## src/hw/bdm_pkg.sv

```systemverilog
// Shared constants and types of the background debug serial port.
package bdm_pkg;
    // ----------------------------------------
    // Timing, in target clocks
    // ----------------------------------------
    localparam int CNT_W = 10;
    localparam int TC_CYCLES = 1; // clk_sys is the target clock.
    localparam int BIT_TC = 16;
    localparam int SAMPLE_TC = 10;
    localparam int SPEEDUP1_TC = 7;
    localparam int ZERO_LOW_TC = 13;
    localparam int TIMEOUT_TC = 512;
    localparam logic [CNT_W-1:0] BIT_CNT = CNT_W'(BIT_TC * TC_CYCLES);
    localparam logic [CNT_W-1:0] SAMPLE_CNT = CNT_W'(SAMPLE_TC * TC_CYCLES);
    localparam logic [CNT_W-1:0] SPEEDUP1_CNT = CNT_W'(SPEEDUP1_TC * TC_CYCLES);
    localparam logic [CNT_W-1:0] ZERO_LOW_CNT = CNT_W'(ZERO_LOW_TC * TC_CYCLES);
    localparam logic [CNT_W-1:0] TIMEOUT_CNT = CNT_W'(TIMEOUT_TC * TC_CYCLES);
    localparam logic [CNT_W-1:0] CNT_ONE = 10'h001;
    // ----------------------------------------
    // Framing and commands
    // ----------------------------------------
    localparam int OPC_W = 8;
    localparam int WORD_W = 16;
    localparam logic [4:0] TX_BITS = 5'h10;
    localparam logic [2:0] LAST_RX_BIT = 3'h7;
    localparam logic [OPC_W-1:0] OPC_STEP = 8'h10;
    localparam logic [OPC_W-1:0] OPC_TAGGO = 8'h18;
    localparam logic [1:0] STRAP_SYNC = 2'h2;
    // ----------------------------------------
    // Synchronised input vector
    // ----------------------------------------
    localparam int IN_W = 5;
    localparam int IN_PIN = 0;
    localparam int IN_SCK = 1;
    localparam int IN_SI = 2;
    localparam int IN_EXTERNAL_BUS_CLOCK = 3;
    localparam int IN_TAG_LOW_PIN = 4;
    localparam logic [IN_W-1:0] IN_IDLE = 5'h1F;
    typedef enum logic [1:0] {ST_IDLE, ST_BIT} link_e;
    typedef enum logic [1:0] {CMD_STEP, CMD_TAGGO, CMD_OTHER} cmd_e;
endpackage

```

## src/hw/bdm_fifo.sv

```systemverilog
// Shift-register FIFO with registered head, valid and ready on both sides.
module bdm_fifo #(
    parameter int WIDTH = 8,
    parameter int DEPTH = 16
) (
    input wire logic clk_sys, // System clock.
    input wire logic rst, // Asynchronous reset, active high.
    input wire logic in_valid, // Write request.
    input wire logic [WIDTH-1:0] in_data, // Write data.
    output logic in_ready, // Room for a word.
    output logic out_valid, // Head word present.
    output logic [WIDTH-1:0] out_data, // Head word.
    input wire logic out_ready // Drain side accepts the head.
);
    localparam int CW = $clog2(DEPTH + 1);
    initial begin
        if (DEPTH < 2 || WIDTH < 1) begin
            $error("bdm_fifo: DEPTH must be at least 2 and WIDTH at least 1");
        end
    end
    typedef struct packed {
        logic [DEPTH-1:0][WIDTH-1:0] mem;
        logic [CW-1:0] cnt;
        logic full;
        logic nempty;
    } fifo_s;
    fifo_s r_reg;
    fifo_s r_next;
    logic push;
    logic pop;
    assign push = in_valid && !r_reg.full;
    assign pop = out_ready && r_reg.nempty;
    // The head always sits in word 0, so the outputs are flops, not a read mux.
    always_comb begin
        r_next = r_reg;
        if (pop) begin
            for (int i = 0; i < DEPTH - 1; i++) begin
                r_next.mem[i] = r_reg.mem[i+1];
            end
        end
        if (push) begin
            r_next.mem[pop ? r_reg.cnt - 1'b1 : r_reg.cnt] = in_data;
        end
        r_next.cnt = r_reg.cnt + CW'(push) - CW'(pop);
        r_next.full = (r_next.cnt == CW'(DEPTH));
        r_next.nempty = (r_next.cnt != '0);
    end
    always_ff @(posedge clk_sys or posedge rst) begin
        if (rst) begin
            r_reg <= '0;
        end else begin
            r_reg <= r_next;
        end
    end
    assign in_ready = !r_reg.full;
    assign out_valid = r_reg.nempty;
    assign out_data = r_reg.mem[0];
endmodule

```

## src/hw/bdm_serial_port.sv

```systemverilog
// Background debug serial port: one-wire and SPI link, stepping and tagging.
// Operation
// - Debug pin is a mode strap at reset, serial pin afterwards.
// - One-wire bit lasts 16 target clocks, most significant bit first.
// - Transfer abandoned after 512 target clocks without host falling edge.
// - Received bit sampled ten target clocks after recognised falling edge.
// - Device sends one as a speedup pulse seven clocks after start.
// - Device sends zero as 13 clocks low then a speedup pulse.
// - SPI: SCK idles high, shift on falling, sample on rising edge.
// - Single-step leaves debug, runs one instruction, re-enters debug.
// - Pending interrupt on single-step: stack only, then back to debug.
// - Tag travels through queue; tagged head instruction enters debug.
// - Tagging off on debug entry; no commands while tagging active.
// - Tag pins sampled on bus clock fall; low level tags its byte.
// - High tags always; low tags only with low-byte strobe enabled.
// - Command is 8-bit opcode, then optional 16-bit address and data.
// - Single-step opcode 10 hex, tag-and-go opcode 18 hex.
module bdm_serial_port #(
    parameter int TAG_DEPTH = 3,
    parameter int FIFO_DEPTH = 16
) (
    input wire logic clk_sys, // Target clock.
    input wire logic rst, // Asynchronous reset, active high.
    input wire logic spi_mode, // Link select: 1 SPI, 0 one-wire.
    input wire logic debug_pin_in, // Debug pin level seen at the pad.
    output logic debug_pin_out, // Debug pin drive level.
    output logic debug_pin_oe_n, // Debug pin drive enable, low drives.
    input wire logic debug_serial_clock, // SPI clock from host.
    input wire logic spi_si, // SPI serial input.
    output logic spi_so, // SPI serial output.
    input wire logic tag_low_pin, // Low tag pin.
    input wire logic external_bus_clock, // Bus clock for tag sampling.
    input wire logic low_byte_strobe_en, // Low-byte strobe enabled.
    output logic special_mode, // Strap caught after reset.
    input wire logic expect_opcode, // Next byte is an opcode.
    output logic rx_valid, // Received byte available.
    output logic [bdm_pkg::OPC_W-1:0] rx_data, // Received byte.
    input wire logic rx_ready, // Consumer takes the byte.
    input wire logic tx_valid, // Read word offered.
    input wire logic [bdm_pkg::WORD_W-1:0] tx_word, // Read word.
    output logic tx_ready, // Word accepted when valid.
    input wire logic debug_request, // Enter active debug.
    input wire logic cpu_irq_pending, // Interrupt pending in CPU.
    input wire logic cpu_instr_done, // User instruction retired.
    input wire logic cpu_stack_done, // Interrupt stacking finished.
    input wire logic cpu_queue_advance, // Instruction queue shifts.
    output logic active_debug, // Active debug mode.
    output logic step_go, // Run one user instruction.
    output logic irq_stack, // Stack interrupt without instruction.
    output logic cpu_resume, // Resume user program.
    output logic tag_break, // Tagged instruction reached head.
    output logic tagging // Tagging enabled.
);
    import bdm_pkg::*;
    initial begin
        if (TAG_DEPTH < 1 || FIFO_DEPTH < 2) begin
            $error("bdm_serial_port: TAG_DEPTH >= 1 and FIFO_DEPTH >= 2 required");
        end
    end
    typedef struct packed {
        logic [IN_W-1:0] in1;
        logic [IN_W-1:0] in2;
        logic [IN_W-1:0] in3;
        link_e st;
        logic [CNT_W-1:0] cnt;
        logic [CNT_W-1:0] gap;
        logic [2:0] rxn;
        logic [OPC_W-1:0] rx_sh;
        logic [WORD_W-1:0] tx_sh;
        logic [4:0] tx_left;
        logic tx_rdy;
        logic drv_out;
        logic drv_oe_n;
        logic so;
        logic byte_vld;
        logic [OPC_W-1:0] byte_val;
        logic [1:0] strap_cnt;
        logic strap_done;
        logic special;
        logic active;
        logic stepping;
        logic step_go;
        logic irq_stack;
        logic resume;
        logic tag_en;
        logic tag_break;
        logic [1:0] pend;
        logic [TAG_DEPTH-1:0][1:0] tq;
    } state_s;
    state_s r_reg;
    state_s r_next;
    logic fifo_rdy;
    logic [IN_W-1:0] fall;
    logic [IN_W-1:0] rise;
    logic run;
    logic txa;

    function automatic cmd_e cmd_of(input logic [OPC_W-1:0] b);
        if (b == OPC_STEP) begin
            return CMD_STEP;
        end else if (b == OPC_TAGGO) begin
            return CMD_TAGGO;
        end
        return CMD_OTHER;
    endfunction

    // Edges come from the second and third stages only.
    assign fall = r_reg.in3 & ~r_reg.in2;
    assign rise = ~r_reg.in3 & r_reg.in2;
    // A full FIFO stalls the engine: new bits are ignored until it drains.
    assign run = r_reg.strap_done && !r_reg.tag_en && fifo_rdy;
    assign txa = (r_reg.tx_left != '0);

    // ----------------------------------------
    // Next-state logic
    // ----------------------------------------
    always_comb begin
        logic got;
        logic [OPC_W-1:0] byte_in;
        got = 1'b0;
        byte_in = '0;
        r_next = r_reg;
        r_next.in1 = {tag_low_pin, external_bus_clock, spi_si, debug_serial_clock, debug_pin_in};
        r_next.in2 = r_reg.in1;
        r_next.in3 = r_reg.in2;
        r_next.byte_vld = 1'b0;
        r_next.step_go = 1'b0;
        r_next.irq_stack = 1'b0;
        r_next.resume = 1'b0;
        r_next.tag_break = 1'b0;
        // The strap is caught once the synchroniser holds post-reset samples.
        if (!r_reg.strap_done) begin
            r_next.strap_cnt = r_reg.strap_cnt + 1'b1;
            if (r_reg.strap_cnt == STRAP_SYNC) begin
                r_next.strap_done = 1'b1;
                r_next.special = !r_reg.in2[IN_PIN];
            end
        end
        if (!spi_mode) begin
            if (r_reg.gap != TIMEOUT_CNT) begin
                r_next.gap = r_reg.gap + CNT_ONE;
            end
            case (r_reg.st)
                ST_IDLE: begin
                    if (fall[IN_PIN] && run) begin
                        r_next.st = ST_BIT;
                        r_next.cnt = CNT_ONE;
                        r_next.gap = CNT_ONE;
                        if (txa && !r_reg.tx_sh[WORD_W-1]) begin
                            r_next.drv_oe_n = 1'b0;
                            r_next.drv_out = 1'b0;
                        end
                    end else if (r_reg.gap == TIMEOUT_CNT - CNT_ONE) begin
                        r_next.rxn = '0;
                        r_next.tx_left = '0;
                    end
                end
                ST_BIT: begin
                    r_next.cnt = r_reg.cnt + CNT_ONE;
                    if (txa && r_reg.tx_sh[WORD_W-1]) begin
                        if (r_reg.cnt == SPEEDUP1_CNT - CNT_ONE) begin
                            r_next.drv_out = 1'b1;
                            r_next.drv_oe_n = 1'b0;
                        end else if (r_reg.cnt == SPEEDUP1_CNT) begin
                            r_next.drv_oe_n = 1'b1;
                        end
                    end else if (txa) begin
                        if (r_reg.cnt == ZERO_LOW_CNT - CNT_ONE) begin
                            r_next.drv_out = 1'b1;
                        end else if (r_reg.cnt == ZERO_LOW_CNT) begin
                            r_next.drv_oe_n = 1'b1;
                            r_next.drv_out = 1'b0;
                        end
                    end else if (r_reg.cnt == SAMPLE_CNT) begin
                        got = (r_reg.rxn == LAST_RX_BIT);
                        byte_in = {r_reg.rx_sh[OPC_W-2:0], r_reg.in2[IN_PIN]};
                        r_next.rx_sh = byte_in;
                        r_next.rxn = r_reg.rxn + 1'b1;
                    end
                    if (r_reg.cnt == BIT_CNT - CNT_ONE) begin
                        r_next.st = ST_IDLE;
                        if (txa) begin
                            r_next.tx_sh = r_reg.tx_sh << 1;
                            r_next.tx_left = r_reg.tx_left - 1'b1;
                        end
                    end
                end
                default: begin
                    r_next.st = ST_IDLE;
                end
            endcase
        end else begin
            r_next.st = ST_IDLE;
            r_next.drv_oe_n = 1'b1;
            if (rise[IN_SCK] && run) begin
                if (txa) begin
                    r_next.tx_sh = r_reg.tx_sh << 1;
                    r_next.tx_left = r_reg.tx_left - 1'b1;
                end else begin
                    got = (r_reg.rxn == LAST_RX_BIT);
                    byte_in = {r_reg.rx_sh[OPC_W-2:0], r_reg.in2[IN_SI]};
                    r_next.rx_sh = byte_in;
                    r_next.rxn = r_reg.rxn + 1'b1;
                end
            end
            if (fall[IN_SCK]) begin
                r_next.so = txa ? r_reg.tx_sh[WORD_W-1] : 1'b1;
            end
        end
        // ----------------------------------------
        // Command decode and debug mode
        // ----------------------------------------
        if (got) begin
            if (expect_opcode && r_reg.active && cmd_of(byte_in) == CMD_STEP) begin
                r_next.active = 1'b0;
                r_next.stepping = 1'b1;
                if (cpu_irq_pending) begin
                    r_next.irq_stack = 1'b1;
                end else begin
                    r_next.step_go = 1'b1;
                end
            end else if (expect_opcode && r_reg.active && cmd_of(byte_in) == CMD_TAGGO) begin
                r_next.active = 1'b0;
                r_next.tag_en = 1'b1;
                r_next.resume = 1'b1;
            end else begin
                r_next.byte_vld = 1'b1;
                r_next.byte_val = byte_in;
            end
        end
        if (r_reg.stepping && (cpu_instr_done || cpu_stack_done)) begin
            r_next.stepping = 1'b0;
            r_next.active = 1'b1;
        end
        if (debug_request) begin
            r_next.active = 1'b1;
            r_next.tag_en = 1'b0;
        end
        // ----------------------------------------
        // Tag capture and queue
        // ----------------------------------------
        if (cpu_queue_advance) begin
            for (int i = 0; i < TAG_DEPTH - 1; i++) begin
                r_next.tq[i] = r_reg.tq[i+1];
            end
            r_next.tq[TAG_DEPTH-1] = r_reg.pend;
            r_next.pend = '0;
        end
        if (r_reg.tag_en && fall[IN_EXTERNAL_BUS_CLOCK]) begin
            r_next.pend[1] = !r_reg.in2[IN_PIN];
            r_next.pend[0] = !r_reg.in2[IN_TAG_LOW_PIN] && low_byte_strobe_en;
        end
        if (r_reg.tag_en && r_reg.tq[0] != 2'h0) begin
            r_next.active = 1'b1;
            r_next.tag_en = 1'b0;
            r_next.tag_break = 1'b1;
            r_next.tq = '0;
            r_next.pend = '0;
        end
        // ----------------------------------------
        // Read word load
        // ----------------------------------------
        if (tx_valid && r_reg.tx_rdy) begin
            r_next.tx_sh = tx_word;
            r_next.tx_left = TX_BITS;
            r_next.so = tx_word[WORD_W-1];
        end
        r_next.tx_rdy = (r_next.tx_left == '0) && r_reg.strap_done;
    end

    always_ff @(posedge clk_sys or posedge rst) begin
        if (rst) begin
            r_reg <= '0;
            r_reg.in1 <= IN_IDLE;
            r_reg.in2 <= IN_IDLE;
            r_reg.in3 <= IN_IDLE;
            r_reg.drv_oe_n <= 1'b1;
            r_reg.so <= 1'b1;
        end else begin
            r_reg <= r_next;
        end
    end

    bdm_fifo #(
        .WIDTH(OPC_W),
        .DEPTH(FIFO_DEPTH)
    ) rx_fifo (
        .clk_sys(clk_sys),
        .rst(rst),
        .in_valid(r_reg.byte_vld),
        .in_data(r_reg.byte_val),
        .in_ready(fifo_rdy),
        .out_valid(rx_valid),
        .out_data(rx_data),
        .out_ready(rx_ready)
    );

    assign debug_pin_out = r_reg.drv_out;
    assign debug_pin_oe_n = r_reg.drv_oe_n;
    assign spi_so = r_reg.so;
    assign special_mode = r_reg.special;
    assign tx_ready = r_reg.tx_rdy;
    assign active_debug = r_reg.active;
    assign step_go = r_reg.step_go;
    assign irq_stack = r_reg.irq_stack;
    assign cpu_resume = r_reg.resume;
    assign tag_break = r_reg.tag_break;
    assign tagging = r_reg.tag_en;
endmodule

```

## config.mk

```make
export PLATFORM = sky130hd
export DESIGN_NAME = bdm_serial_port
export DESIGN_NICKNAME = d
export VERILOG_FILES = /design/src/hw/bdm_pkg.sv /design/src/hw/bdm_fifo.sv /design/src/hw/bdm_serial_port.sv
export SDC_FILE = /design/constraint.sdc
export NUM_CORES = 1
export LEC_CHECK = 0
export ABC_AREA = 1
export BUFFER_PORTS_ARGS = -buffer_cell sky130_fd_sc_hd__buf_2
export CORE_MARGIN = 10
export CORE_UTILIZATION = 35
export CTS_CLUSTER_SIZE = 28
export DETAILED_ROUTE_END_ITERATION = 16
export RECOVER_POWER = 100
export SYNTH_ARGS = -nofsm -noshare
export SYNTH_HDL_FRONTEND = slang
export SYNTH_HIERARCHICAL = 1
export SYNTH_SLANG_ARGS = --single-unit
```

## constraint.sdc

```tcl
create_clock -name clk_sys -period 3.66 [get_ports clk_sys]
set_clock_uncertainty 0.05 [all_clocks]
set_input_delay 0 -clock clk_sys [delete_from_list [all_inputs] [get_ports clk_sys]]
set_output_delay 0 -clock clk_sys [all_outputs]
set_load 0.03 [all_outputs]
```

==> results of run 1 <==
-- stage by stage --
stage | setup WS [ns] | util | hold slack (ns) | area (um2) | power [mW]
6_report | 0.812 | 0.396 | 0.0473 | 13700 | 6.89
5_1_grt | 0.532 | 0.396 | 0.0746 | 13700 | 7.31
4_1_cts | 1.18 | 0.401 | 0.00264 | 13800 | 7.00
3_5_place_dp | 1.19 | 0.368 | 0.0562 | 12700 | 4.41
3_3_place_gp | 1.27 | 0.368 | 0.0563 | 12700 | 4.39
2_1_floorplan | 1.09 | - | -0.0455 | 12300 | 4.10
-- layer usage --
layer	vias to the layer above	wire length (um)	part of all wire	track usage
li1	5064	-	-	-
met1	4789	14200	0.48	0.185
met2	228	13400	0.45	0.214
met3	41	1530	0.051	0.0260
met4	2	549	0.018	0.0329
met5	-	17	0.00057	0
-- cells in the mapped netlist (4+ instances only) --
cell type / count
nand2_1: 496
dfrtp_1: 217
inv_1: 164
nand3_1: 163
o21ai_0: 145
nor2_1: 53
clkbuf_1: 45
nand2_2: 25
o21ai_1: 23
a21oi_1: 22
ha_1: 19
nand4_1: 18
buf_2: 16
a22oi_1: 15
dfstp_2: 15
nor3_1: 14
buf_4: 13
buf_6: 13
xor2_1: 9
nand3_2: 7
nor2_4: 7
inv_2: 6
nor2_8: 5
a21boi_0: 4
nand2_4: 4
o22ai_1: 4
-- report_power, final --
group | internal [mW] | switching [mW] | leakage, nW
combinational | 0.447 | 0.856 | 3.56
sequential | 2.88 | 0.185 | 2.84
clock | 1.49 | 1.03 | 0.411
total | 4.82 | 2.07 | 6.82
-- logic make-up after synthesis --
logic type,after synthesis,share of synthesized area
simple gates,808,0.297
buf+inv,260,0.0932
flops,232,0.475
compound gates,231,0.104
fa+ha+maj,20,0.0210
xor+xnor,11,0.00786
mux,1,0.000919
-- cell type report --
type	instances	area, um2	share of cell area
inverters	173	654	0.0479
clock buffers	44	810	0.0592
flip-flops and latches	232	5820	0.426
multi-input cells	1071	5160	0.377
well taps	455	569	0.0416
repair buffers	95	636	0.0465
clock inverters	4	20.0	0.00146
-- critical path, cell delays in order, from the launching register on --
cell and delay [ns]:
dfrtp_1 0.45, nand2_2 0.07, nor2_1 0.25, nand2_1 0.25, o21ai_0 0.90, nand3_2 0.23, nor3_2 0.25, nand3_1 0.09
nor3b_2 0.16
-- worst paths after layout --
path,from,endpoint,slack (ns)
min,tx_valid,spi_so,0.05
max reg2reg,r_reg[16],r_reg[83],0.81
max in group asynchronous,rst,r_reg[67],1.74
min reg2reg,r_next[93],r_next[88],0.31
min in group asynchronous,rst,r_reg[22],0.26
max,r_reg[16],r_reg[83],0.81
==> impl_metrics.csv, run 1 <==
group,metric,value,unit
status,status,"finished with violations",
status,violations,"capacitance limit, slew limit",
worst_setup_path,timing_worst_setup_path_type,"reg -> reg",
yosys,synth_nets,1616,
global_route,grt_antenna_before_repair,1,
yosys,ys_warn_count,6,
die,die_y,207,um
yosys,yosys_most_used_dff,"dfrtp_1",
yosys,synth.distinct_cells,50,
sta,min_period_over_period,0.778,
cells_and_area,filler_cells_inserted,3550,
die,core_region_area,0.0345,mm2
worst_setup_path,startpoint_types,"register",
cells_and_area,filler_free_cell_count_of_the_finished_design,2074,
cells_and_area,final_common_cell,"nand2_1",
cells_and_area,finish.net_count,1652,
die,row_count,68,
sta,layout_min_cycle_time,2.85,ns
sta,fmax,351,MHz
yosys,ys_ff_latch,232,
worst_setup_path,worstPathRequired,3.98,ns
cells_and_area,number_of_flip_flops_under_the_largest_register_name,126,
die,die_w,207,um
worst_setup_path,critPathArrivalTime,3.17,ns
yosys,synth_edf_count,0,
detailed_routing,post_drt_wl_per_cell,14.3,um
pwr,power.ir.vdd_worst,0.378,mV
place,dpl.cell_count,1995,
place,gp_congestion,0.830,
yosys,netlist.top_cell.by_area,"dfrtp_1",
clocking,post_cts_buffers,0,
die,floorplan.die_area,0.0429,mm2
clocking,cts.htree.levels,1,
clocking,ctsResizeCount,0,
global_route,grt_pass1_wl,50.5,mm
yosys,synthTopCellsByArea,"dfrtp_1 44%, nand2_1 15%, nand3_1 6.7%",
detailed_routing,route.detailed.vias_per_inst,4.88,
yosys,syn_area,0.0123,mm2
cells_and_area,area_growth_synth_to_finish,11.6,%
worst_setup_path,worstSetupEndpointType,"register",
global_route,grt_use_total,0.135,
clocking,cts_inserted_buffers,26,
global_route,grt_max_degree,121,
detailed_routing,detail-route-antenna-nets,0,
global_route,first_global_vias,9887,
yosys,synthDominantCellAreaShare,0.443,
sta,timing.final.setup_violations,0,
cells_and_area,drive_above_1_share,0.0859,
sta,setup-tns-final,0,ns
die,boundaryPins,53,
die,starting_density,0.355,
detailed_routing,drtIter0Drc,773,
place,hpwlAfterDp,18.6,mm
cells_and_area,antennaDiodeCount,0,
run,max_cap_violations,1,
cells_and_area,layout.cells.most_common_list,"511 x nand2_1, 217 x dfrtp_1, 166 x o21ai_0",
detailed_routing,drt_pass1_iterations,5,
clocking,cts.hold.buffers_added,31,
sta,tightestPinTransition,1.99,ns
sta,final_hold_viol_count,0,
worst_setup_path,timing.reg2reg.worst_path_depth,8,
yosys,synth_seq_area_share,0.475,
clocking,cts_tree,"done",
worst_setup_path,critical_path_peak_fanout,9,
pwr,p_leak,6.82,nW
sta,rsz0062_at_grt,"false",
min_path,holdPathStages,4,
global_route,grt.overflow.total,0,
place,buffer_ports.inserted,52,
clocking,cts.reportedPaths.clkPinSlew,0.06,ns
yosys,post_synth.cell_area_avg,7.84,um2
clocking,ctsLongestPathBuffers,3,
sta,timing.slew.headroom,-0.331,
clocking,clk-insertion-delay-late,0.53,ns
yosys,synthArstFlopShare,1.00,
pwr,power-per-cell-area,504,mW/mm2
sta,final_max_slew_viol_count,40,
min_path,hold_path_class,"in -> reg",
clocking,cts_num_sinks,232,
detailed_routing,drt_wl_total,29.8,mm
detailed_routing,drc,0,
detailed_routing,routed-via-count,10100,
clocking,ctsRootBufferMaster,"clkbuf_16",
yosys,postSynthCellCount,1563,
Note: power is estimated with default switching activity, not from simulation.
==> run 2: changes to the inputs <==
--- a/config.mk
+++ b/config.mk
@@ -5,7 +5,7 @@
 export SDC_FILE = /design/constraint.sdc
 export NUM_CORES = 1
 export LEC_CHECK = 0
-export ABC_AREA = 1
+export ABC_AREA = 0
 export BUFFER_PORTS_ARGS = -buffer_cell sky130_fd_sc_hd__buf_2
 export CORE_MARGIN = 10
 export CORE_UTILIZATION = 35
==> constraint.sdc (replaced) <==
create_clock -name clk_sys -period 2.65 [get_ports clk_sys]
set_clock_uncertainty 0.05 [all_clocks]
set_input_delay 0 -clock clk_sys [delete_from_list [all_inputs] [get_ports clk_sys]]
set_output_delay 0 -clock clk_sys [all_outputs]
set_load 0.03 [all_outputs]
==> impl_metrics.csv, run 2 <==
group,metric,value,unit
die,floorplan.die_area,0.0413,mm2
detailed_routing,detail-route-antenna-nets,0,
yosys,yosys_most_used_dff,"dfrtp_1",
clocking,ctsLongestPathBuffers,3,
yosys,post_synth.cell_area_avg,9.84,um2
detailed_routing,drt_pass1_iterations,7,
clocking,cts_tree,"done",
clocking,cts.htree.levels,1,
cells_and_area,layout.cells.most_common_list,"412 x nand2_1, 216 x dfrtp_1, 129 x mux2_2",
clocking,clk-insertion-delay-late,0.54,ns
sta,layout_min_cycle_time,2.51,ns
pwr,total_power,10.3,mW
detailed_routing,drt_wl_total,25.7,mm
clocking,ctsRootBufferMaster,"clkbuf_16",
global_route,grt_antenna_before_repair,1,
status,status,"finished with violations",
yosys,synthDominantCellAreaShare,0.462,
cells_and_area,final_core_utilization,0.408,
clocking,cts_num_sinks,232,
cells_and_area,design_area,0.0136,mm2
worst_setup_path,timing.reg2reg.worst_path_depth,7,
yosys,synth_nets,1248,
min_path,holdPathStages,5,
detailed_routing,post_drt_wl_per_cell,14.8,um
sta,setup-tns-final,0,ns
yosys,syn_area,0.0118,mm2
min_path,hold_path_class,"in -> reg",
worst_setup_path,critical_path_peak_fanout,15,
yosys,synth.distinct_cells,85,
cells_and_area,number_of_flip_flops_under_the_largest_register_name,126,
global_route,grt_max_usage_layer,"met2",
clocking,cts.reportedPaths.clkPinSlew,0.06,ns
yosys,netlist.top_cell.by_area,"dfrtp_1",
yosys,synth_edf_count,0,
sta,timing.slew.headroom,-0.377,
pwr,p_leak,7.01,nW
pwr,power.ir.vdd_worst,0.635,mV
die,row_count,67,
run,max_cap_violations,2,
worst_setup_path,worstPathRequired,3.02,ns
sta,final_max_slew_viol_count,189,
die,die_y,203,um
yosys,ys_ff_latch,232,
yosys,post-synth-top-count-cell,"nand2_1",
yosys,ys_warn_count,6,
global_route,grt_max_degree,136,
sta,fmax,398,MHz
global_route,grt_use_total,0.124,
worst_setup_path,timing_worst_setup_path_type,"reg -> reg",
sta,min_period_over_period,0.949,
global_route,grt.overflow.total,0,
place,buffer_ports.inserted,52,
cells_and_area,finish.net_count,1318,
worst_setup_path,critPathArrivalTime,2.88,ns
yosys,synth_seq_area_share,0.495,
sta,timing.final.setup_violations,0,
yosys,synth_common_cells,"412 x nand2_1, 217 x dfrtp_1, 129 x mux2_2",
yosys,synthArstFlopShare,1.00,
yosys,synthTopCellsByArea,"dfrtp_1 46%, nand2_1 13%, mux2_2 12%",
status,violations,"capacitance limit, slew limit",
yosys,postSynthCellCount,1195,
cells_and_area,antennaDiodeCount,0,
global_route,grt_pass1_wl,44.2,mm
sta,final_hold_viol_count,0,
sta,tightestPinTransition,2.06,ns
clocking,post_cts_buffers,0,
detailed_routing,route.detailed.vias_per_inst,4.95,
detailed_routing,drc,0,
die,core_region_area,0.0334,mm2
die,starting_density,0.353,
clocking,cts_inserted_buffers,26,
global_route,met2_resource_use_gr,0.200,
worst_setup_path,worstSetupEndpointType,"register",
cells_and_area,final_common_cell,"nand2_1",
global_route,first_global_vias,8760,
place,hpwlAfterDp,16.3,mm
sta,rsz0062_at_grt,"false",
place,gp_congestion,0.832,
cells_and_area,filler_cells_inserted,3344,
detailed_routing,drtIter0Drc,513,
place,postPlaceCellArea,0.0125,mm2
worst_setup_path,startpoint_types,"register",
die,boundaryPins,53,
cells_and_area,area_growth_synth_to_finish,15.8,%
pwr,power-per-cell-area,757,mW/mm2
die,die_w,203,um
global_route,met1_layer_usage_reported_by_global_route,0.167,
global_route,gr-usage-met3,0.0262,
detailed_routing,routed-via-count,8570,
cells_and_area,drive_above_1_share,0.214,
run 2: cell count changes after synthesis, moves of 17 or more:
cell     change
nand2_1     -84
inv_1      -118
mux2_2     +128
nor2_1      -17
o21ai_0    -121
nand2_2     -24
nand3_1    -148
o21ai_1     -22
run 2: final timing paths:
kind                                           end  slack [ns]       start
worst max-delay path                     r_reg[44]        0.14   r_reg[74]
worst min-delay path              rx_fifo/r_reg[2]        0.03    rx_ready
worst max register to register           r_reg[44]        0.14   r_reg[74]
worst min register to register          r_next[88]        0.30  r_next[93]
max in group asynchronous        rx_fifo/out_valid        0.58         rst
min in group asynchronous       rx_fifo/r_reg[126]        0.64         rst
run 2: per-layer routing:
metal / routed length [um] / vias up / share of wire
li1: - / 4177 / -
met1: 12000 / 4199 / 0.47
met2: 11900 / 150 / 0.46
met3: 1180 / 42 / 0.046
met4: 535 / 2 / 0.021
met5: 13 / - / 0.00051
run 2: kinds of logic (layout without fill, tap and decap cells):
kind of cell / Yosys count / after routing / share of synthesized area
fa+ha+maj: 20 / 20 / 0.0219
flops: 232 / 232 / 0.495
buf+inv: 110 / 200 / 0.0404
compound gates: 119 / 119 / 0.0848
simple gates: 560 / 560 / 0.214
mux: 140 / 140 / 0.133
xor+xnor: 14 / 14 / 0.0104
run 2: what timing repair did:
item / CTS / global route
hold buffers: 31 / 0
resized for setup: 0 / 3
endpoints found under the setup margin: 0 / 31
endpoints found under the hold margin: 241 / 0
run 2: through the flow:
step	worst slack (ns)	instances	hold WS, ns
after floorplan	0.0911	1195	-0.0455
after CTS	0.0699	1733	0.0189
after global routing	0.00477	1733	0.0450
after global placement	0.130	1654	0.0571
after detailed placement	0.0969	1654	0.0563
final	0.136	1733	0.0266
run 2: final cells by class:
cell class | count | area, um2 | share of cell area
tap | 448 | 561 | 0.0411
multi-input combinational | 853 | 5450 | 0.400
clock buffer | 39 | 790 | 0.0579
sequential | 232 | 5830 | 0.428
inverter | 46 | 176 | 0.0129
clock inverter | 9 | 115 | 0.00845
timing repair buffer | 106 | 707 | 0.0519
run 2: power by group:
| part | internal [mW] | total (mW) | switching (mW) |
|---|---|---|---|
| Combinational | 0.809 | 2.38 | 1.57 |
| Sequential | 3.88 | 4.21 | 0.330 |
| Clock | 2.25 | 3.73 | 1.48 |
run 2: critical path: stages, from the launching register on:
cell and delay (ns):
dfrtp_1 0.42, ha_1 0.24, and3_1 0.26, and4_4 0.23, or2_2 0.30, and3_1 0.38, a222oi_1 0.41, inv_1 0.10
